`src/ifcs_cfg.svh`:
```
// register offsets, field positions, reset value, queue depth and summary bit positions of the status bank
`ifndef IFCS_CFG_SVH
`define IFCS_CFG_SVH
`define IFCS_OFS_TIMER 6'h18
`define IFCS_OFS_ERROR 6'h19
`define IFCS_OFS_FILL 6'h1a
`define IFCS_OFS_COND 6'h1b
`define IFCS_OFS_COLL 6'h1c
`define IFCS_OFS_MAIN 6'h17
`define IFCS_RST_VAL 8'h00
`define IFCS_FIFO_DEPTH 7'h60
`define IFCS_COND_UNF 6
`define IFCS_COND_OVR 5
`define IFCS_COND_NCP 4
`define IFCS_COND_NP 0
`define IFCS_SUM_TIM 1
`define IFCS_SUM_ERR 0
`endif

```
`src/ifcs_pkg.sv`:
```
// types shared by the status bank
package ifcs_pkg;
  // one-cycle event pulses feeding the timer/field register
  typedef struct packed {
    logic cmd_done;
    logic no_resp_expire;
    logic gp_expire;
    logic field_on;
    logic field_off;
    logic ca_collision;
    logic ca_guard_done;
    logic target_rate;
  } ifcs_tim_ev_t;
  // one-cycle event pulses feeding the error/wake-up register
  typedef struct packed {
    logic crc_err;
    logic parity_err;
    logic soft_frame_error_flag;
    logic hard_frame_error_flag;
    logic wake_timer_flag;
    logic wake_amp;
    logic wake_phase;
    logic wake_cap;
  } ifcs_err_ev_t;
  // end-of-receive report about the last queue byte
  typedef struct packed {
    logic valid;
    logic incomplete;
    logic [2:0] last_byte_valid_bits;
    logic last_byte_parity_missing;
  } ifcs_last_t;
  // collision report from the framing logic
  typedef struct packed {
    logic valid;
    logic long_msg;
    logic [3:0] bytes;
    logic [2:0] bits;
    logic collision_on_parity;
  } ifcs_coll_t;
  // register read decode states
  typedef enum logic [1:0] {
    IFCS_IDLE = 2'b01,
    IFCS_HOLD = 2'b10
  } ifcs_rd_state_t;
endpackage

```
`src/ifcs_flag8.sv`:
```
// eight sticky flags, set wins over clear, with synchronous clear
module ifcs_flag8 (
  // clock and reset
  input wire logic ref_clk,
  input wire logic rst_n,
  // control
  input wire logic [7:0] set,
  input wire logic clr,
  // state
  output logic [7:0] flags
);
  logic [7:0] flags_r;
  logic [7:0] flags_nxt;
  // a flag set in the clearing cycle survives so no event is lost
  assign flags_nxt = (clr ? 8'h00 : flags_r) | set;
  assign flags = flags_r;
  // flag store
  always_ff @(posedge ref_clk or negedge rst_n) begin
    if (!rst_n) begin
      flags_r <= 8'h00;
    end else begin
      flags_r <= flags_nxt;
    end
  end
endmodule

```
`src/ifcs_bank.sv`:
```
// timer/field, error/wake-up, queue status and collision status registers
`include "ifcs_cfg.svh"
module ifcs_bank
  import ifcs_pkg::*;
#(
  parameter int DEPTH = 96
) (
  // clock and reset
  input wire logic ref_clk,
  input wire logic rst_n,
  // set-default command pulse
  input wire logic set_default,
  // register read port from the host serial engine
  input wire logic rd_en,
  input wire logic [5:0] rd_addr,
  output logic [7:0] rd_data,
  output logic rd_hit,
  // main interrupt read strobe from the main register block
  input wire logic main_rd,
  // event sources
  input ifcs_tim_ev_t tim_ev,
  input ifcs_err_ev_t err_ev,
  input wire logic wake_irq_every,
  // queue state from the storage
  input wire logic [6:0] fifo_count,
  input wire logic fifo_underflow,
  input wire logic fifo_overflow,
  input ifcs_last_t last_info,
  // collision report
  input ifcs_coll_t coll_in,
  // summaries to main interrupt register
  output logic [1:0] main_summary
);
  // read strobes per register
  wire rd_tim = rd_en && (rd_addr == `IFCS_OFS_TIMER);
  wire rd_err = rd_en && (rd_addr == `IFCS_OFS_ERROR);
  wire rd_fill = rd_en && (rd_addr == `IFCS_OFS_FILL);
  wire rd_cond = rd_en && (rd_addr == `IFCS_OFS_COND);
  wire rd_coll = rd_en && (rd_addr == `IFCS_OFS_COLL);
  // either main-read or set-default empties the event registers
  wire ev_clr = main_rd || set_default;
  // gather timer/field events in bit order 7..0
  wire [7:0] tim_set = tim_ev;
  // wake timer only flags when every-timeout option chosen
  wire [7:0] err_set = {err_ev[7:5], err_ev[4],
                        err_ev.wake_timer_flag & wake_irq_every,
                        err_ev[2:0]};
  logic [7:0] tim_flags;
  logic [7:0] err_flags;
  // timer/field flag store
  ifcs_flag8 u_tim (
    .ref_clk(ref_clk),
    .rst_n(rst_n),
    .set(tim_set),
    .clr(ev_clr),
    .flags(tim_flags)
  );
  // error/wake-up flag store
  ifcs_flag8 u_err (
    .ref_clk(ref_clk),
    .rst_n(rst_n),
    .set(err_set),
    .clr(ev_clr),
    .flags(err_flags)
  );
  // summary pending: set on event, cleared by reading its detail register
  logic [1:0] sum_r;
  wire [1:0] sum_set = {|tim_set, |err_set};
  wire [1:0] sum_clr = {rd_tim, rd_err};
  always_ff @(posedge ref_clk or negedge rst_n) begin
    if (!rst_n) begin
      sum_r <= 2'b00;
    end else if (set_default) begin
      // an event landing with set-default survives, as in the flag stores
      sum_r <= sum_set;
    end else begin
      sum_r <= (sum_r & ~sum_clr) | sum_set;
    end
  end
  assign main_summary = sum_r;
  // last-byte info, cleared on read or set-default, bits 4..1 shown as zero while queue empty; report wins over clear
  logic ncp_r;
  logic [2:0] lb_r;
  logic np_r;
  logic unf_r;
  logic ovr_r;
  wire fifo_empty = (fifo_count == 7'h00);
  wire lb_clr = rd_cond || set_default;
  always_ff @(posedge ref_clk or negedge rst_n) begin
    if (!rst_n) begin
      ncp_r <= 1'b0;
      lb_r <= 3'h0;
      np_r <= 1'b0;
    end else if (last_info.valid) begin
      ncp_r <= last_info.incomplete;
      lb_r <= last_info.incomplete ? last_info.last_byte_valid_bits : 3'h0;
      np_r <= last_info.last_byte_parity_missing;
    end else if (lb_clr) begin
      ncp_r <= 1'b0;
      lb_r <= 3'h0;
      np_r <= 1'b0;
    end
  end
  // underflow and overflow are sticky until set-default
  always_ff @(posedge ref_clk or negedge rst_n) begin
    if (!rst_n) begin
      unf_r <= 1'b0;
      ovr_r <= 1'b0;
    end else if (set_default) begin
      unf_r <= fifo_underflow;
      ovr_r <= fifo_overflow;
    end else begin
      unf_r <= unf_r | fifo_underflow;
      ovr_r <= ovr_r | fifo_overflow;
    end
  end
  // collision record: long messages ignored, parity flag first collision only
  logic [7:0] coll_r;
  logic first_seen_r;
  wire coll_take = coll_in.valid && !coll_in.long_msg;
  always_ff @(posedge ref_clk or negedge rst_n) begin
    if (!rst_n) begin
      coll_r <= `IFCS_RST_VAL;
      first_seen_r <= 1'b0;
    end else if (set_default) begin
      coll_r <= `IFCS_RST_VAL;
      first_seen_r <= 1'b0;
    end else if (coll_take) begin
      coll_r[7:1] <= {coll_in.bytes, coll_in.bits};
      coll_r[0] <= coll_in.collision_on_parity && !first_seen_r;
      first_seen_r <= 1'b1;
    end
  end
  // count clipped to depth, zero when empty; top bit always zero
  wire [6:0] cnt = fifo_empty ? 7'h00 :
    ((fifo_count > 7'(DEPTH)) ? 7'(DEPTH) : fifo_count);
  wire [7:0] fill_val = {1'b0, cnt};
  wire [7:0] cond_val = {1'b0, unf_r, ovr_r, ncp_r & !fifo_empty,
                         fifo_empty ? 3'h0 : lb_r, np_r};
  wire [7:0] rd_mux = rd_tim ? tim_flags :
                      rd_err ? err_flags :
                      rd_fill ? fill_val :
                      rd_cond ? cond_val :
                      rd_coll ? coll_r : 8'h00;
  // registered read data, hit flag combinational
  logic [7:0] rd_data_r;
  always_ff @(posedge ref_clk or negedge rst_n) begin
    if (!rst_n) begin
      rd_data_r <= 8'h00;
    end else if (rd_en) begin
      rd_data_r <= rd_mux;
    end
  end
  assign rd_data = rd_data_r;
  assign rd_hit = rd_tim | rd_err | rd_fill | rd_cond | rd_coll;
endmodule

```
`config.mk`:
```
export PLATFORM = sky130hd
export DESIGN_NAME = ifcs_bank
export DESIGN_NICKNAME = d
export VERILOG_FILES = /design/src/ifcs_pkg.sv /design/src/ifcs_flag8.sv /design/src/ifcs_bank.sv
export VERILOG_INCLUDE_DIRS = /design/src
export SDC_FILE = /design/constraint.sdc
export NUM_CORES = 1
export LEC_CHECK = 0
export BUFFER_PORTS_ARGS = -buffer_cell sky130_fd_sc_hd__clkbuf_2
export CAP_MARGIN = 15
export CORE_AREA = 4 4 82 65
export DETAILED_ROUTE_END_ITERATION = 10
export DIE_AREA = 0 0 86 69
export GPL_TIMING_DRIVEN = 0
export PLACE_DENSITY = 0.81
export REMOVE_ABC_BUFFERS = 1
export SLEW_MARGIN = 0
export SYNTH_ARGS = -nofsm -noshare
export SYNTH_HDL_FRONTEND = slang
export SYNTH_SLANG_ARGS = --single-unit
```
`constraint.sdc`:
```
create_clock -name ref_clk -period 0.92 [get_ports ref_clk]
set_input_delay 0.138 -clock ref_clk [delete_from_list [all_inputs] [get_ports ref_clk]]
set_output_delay 0.138 -clock ref_clk [all_outputs]
set_load 0.05 [all_outputs]
```
==> metrics <==
Worst Hold Launch fifo_underflow; DIE WIDTH 86 um; register area about 1100 um^2; clock transition at the registers of the reported paths around 80 ps; vias post-DR roughly 1800; Avg WL per Cell 17.7 um; worst setup path startpoint ovr_r; proportion of synthesized chip area in sequential cells ~53%; data arrival time of the worst path 1350 ps; most numerous cell types in the synthesized netlist sky130_fd_sc_hd__dfrtp_1, sky130_fd_sc_hd__nand2_1, sky130_fd_sc_hd__a21o_1, sky130_fd_sc_hd__a21oi_1; result of the run complete, but fails checks; ratio of final minimum period to clock period 122%; unrepaired setup endpoints after global routing true; top-count cell post-synth sky130_fd_sc_hd__dfrtp_1; final worst setup slack -199 ps; largest family of logic cells by synthesized area compound AO/OA/AOI/OAI gates; initial standard-cell utilization of the core between 40% and 50%; worst reg-to-reg setup slack -200 ps; required time of the worst setup path 1150 ps; top post-synthesis cells by area sky130_fd_sc_hd__dfrtp_1, sky130_fd_sc_hd__a21o_1, sky130_fd_sc_hd__nand2_1, sky130_fd_sc_hd__a21oi_1, sky130_fd_sc_hd__a32o_1; Worst Setup End Kind flop; fill count 351; Post-route DRC 0; GRT Resource Usage Total a little under a fifth; Sequential Power Share just under 50%; share of async-settable or async-resettable flops after synthesis 100%; final-report setup violation count 25; post-detailed-placement half-perimeter wirelength around 3.9 mm; fin nets around 320; register bit total from synthesis 42; Num CTS Buffers 5; post-synthesis cell type count between 40 and 50; highest fanout seen on the critical path 2; worst-margin pin slew 395 ps; YS warnings 0; setup clock skew after layout 9.66 ps; leading register cell type out of synthesis sky130_fd_sc_hd__dfrtp_1; Post-DRT Antenna Nets 0; H-tree depth reported by CTS 2; Hold Fails Final Rpt 0; mean cell area of the mapped netlist approximately 11 um^2; die height between 60 and 70 um; largest voltage drop on the vdd net 0.910 mV; site row count 21; peak clock frequency supported by timing 894 MHz; shortest period the worst path allows approximately 1100 ps; floorplan die area 5930 um^2; cell internal pwr 3.05 mW; worst reg2reg startpoint ovr_r; placeable core region 4440 um^2; total area of multi-input combinational cells a little under 1000 um^2; static leakage around 1.4 nW; area of placed instances approximately 2300 um^2; power share of the clock group between 30 and 40%; synth-to-layout area growth 43.8%; global route overflow 0; number of vias per cell after detailed routing around 5.6; Comb pwr share ~16%; drt pass-1 iters 4; synthesized-area fraction occupied by adder cells 0%; Net Sw Frac about a quarter; global-route wire length before repair 8.33 mm; number of global-route vias before repair about 1700; violations in the final reports setup timing; number of clock sinks 42; antenna violations before repair 0; ANT cells 0; clock insertion delay at the later pin of the skew report roughly 300 ps; fraction of synthesized cell area in xor and xnor cells 0%; maximum number of pins on one net before global-route repair 43; routed wire length approximately 5.7 mm; mux contribution to synthesized area slightly above 3%; Worst Setup Path Type reg2reg; # port buffers 63; clock tree from TritonCTS built; EDFF count, synth 0; routability-driven placement congestion ratio a little under 0.8; post-placement setup slack -639 ps; path class of the lowest-slack min-delay path in2reg; compound-cell area share of the yosys netlist approximately a quarter; root cell of the clock tree sky130_fd_sc_hd__clkbuf_8; count of final max-slew check failures 0; core occupancy in the finished layout 64.5%; area share of and/or/nand/nor cells after synthesis roughly 17%; netlist area before placement 1990 um^2; NetSw about 1.0 mW; fraction of synthesized cell area taken by the top area cell type between 50% and 60%; Slew headroom between 70% and 80%; Top Ports 64; cell type with the largest total area after synthesis sky130_fd_sc_hd__dfrtp_1; max-cap violations 0; initial DRC count around 160; share of cells above drive strength 1 a little over two fifths; Final Instance Area roughly 2900 um^2; total power divided by cell area 1430 nW/um^2; maximum buffer depth of the clock tree 2; number of cells produced by synthesis about 180; critical path launch point type flop
==> per-stage QoR <==
step | hold WS [ps] | TNS [ps] | std cells | power [mW]
after floorplan | -158 | -2060 | 176 | 2.24
after global placement | 319 | -21890 | 296 | 2.51
after detailed placement | 323 | -22280 | 296 | 2.53
after CTS | 15.8 | -2100 | 312 | 4.05
after global routing | 13.4 | -3190 | 321 | 4.28
final | 20.8 | -2300 | 321 | 4.10
==> final cells by class <==
type | count | share of cell area, %
inverter | 6 | 0.786
tap | 57 | 2.49
sequential | 42 | 36.7
clock inverter | 2 | 1.31
timing repair buffer | 80 | 21.7
clock buffer | 6 | 2.53
multi-input combinational | 128 | 34.5
==> routing by layer <==
metal | vias to the layer above | global-route usage (%) | wire (um) | part of all wire (%)
li1 | 839 | - | - | -
met3 | 15 | 6.07 | 397 | 7.0
met2 | 77 | 26.5 | 2650 | 47
met4 | 0 | 5.98 | 146 | 2.6
met1 | 873 | 25.1 | 2490 | 44
met5 | - | 0 | 0 | 0
==> sequential cells by signal, indices dropped and copies added, names as in the netlist <==
register	cells
u_err.flags	8
np_r	1
u_tim.flags	8
main_summary	2
ncp_r	1
rd_data	8
first_seen_r	1
ovr_r	1
lb_r	3
unf_r	1
coll_r	8
==> path summary, 6_finish.rpt <==
| check | end | cells past startpoint |
|---|---|---|
| hold reg to reg | u_tim.flags[3] | 1 |
| hold / removal | unf_r | 2 |
| setup reg to reg | rd_data[5] | 4 |
| min in group asynchronous | u_tim.flags[4] | 2 |
| max in group asynchronous | u_err.flags[3] | 3 |
| setup / recovery | rd_data[5] | 4 |
==> repair_timing <==
item | in CTS | in global routing
setup buffers | 8 | 7
hold buffers | 0 | 1
pin swaps | 6 | 4
endpoints found under the hold margin | 0 | 10
endpoints found under the setup margin | 42 | 23
gates resized for setup | 43 | 28
==> cells in the final DEF (no fill, tap or decap), types with 5 or more instances in the layout <==
master / count
sky130_fd_sc_hd__a21o_1: 17
sky130_fd_sc_hd__a21oi_1: 11
sky130_fd_sc_hd__a221o_1: 5
sky130_fd_sc_hd__a32o_1: 6
sky130_fd_sc_hd__buf_4: 13
sky130_fd_sc_hd__buf_8: 12
sky130_fd_sc_hd__clkbuf_2: 48
sky130_fd_sc_hd__clkbuf_8: 6
sky130_fd_sc_hd__dfrtp_1: 42
sky130_fd_sc_hd__inv_1: 5
sky130_fd_sc_hd__nand2_1: 27
==> power groups by stage <==
stage          clock, mW  combinational, mW  sequential (mW)
6_report            1.45              0.641             2.00
2_1_floorplan          0              0.203             2.04
3_3_place_gp           0              0.489             2.02
5_1_grt             1.57              0.698             2.01
4_1_cts             1.48              0.576             1.99
3_5_place_dp           0              0.499             2.03
==> cell families (layout without fill, tap and decap cells) <==
logic type             after synthesis  after routing
multiplexers                         6              6
AO/OA/AOI/OAI                       61             61
AND/OR/NAND/NOR                     61             61
flip-flops                          42             42
buffers and inverters               14             94
==> worst max-delay path, cell delays in order (launching register included) <==
cell                      delay (ps)
sky130_fd_sc_hd__dfrtp_1         370
sky130_fd_sc_hd__mux2i_1          80
sky130_fd_sc_hd__or3_1           320
sky130_fd_sc_hd__a21oi_2         160
sky130_fd_sc_hd__a221o_1         140
Note: power is estimated with default switching activity, not from simulation.
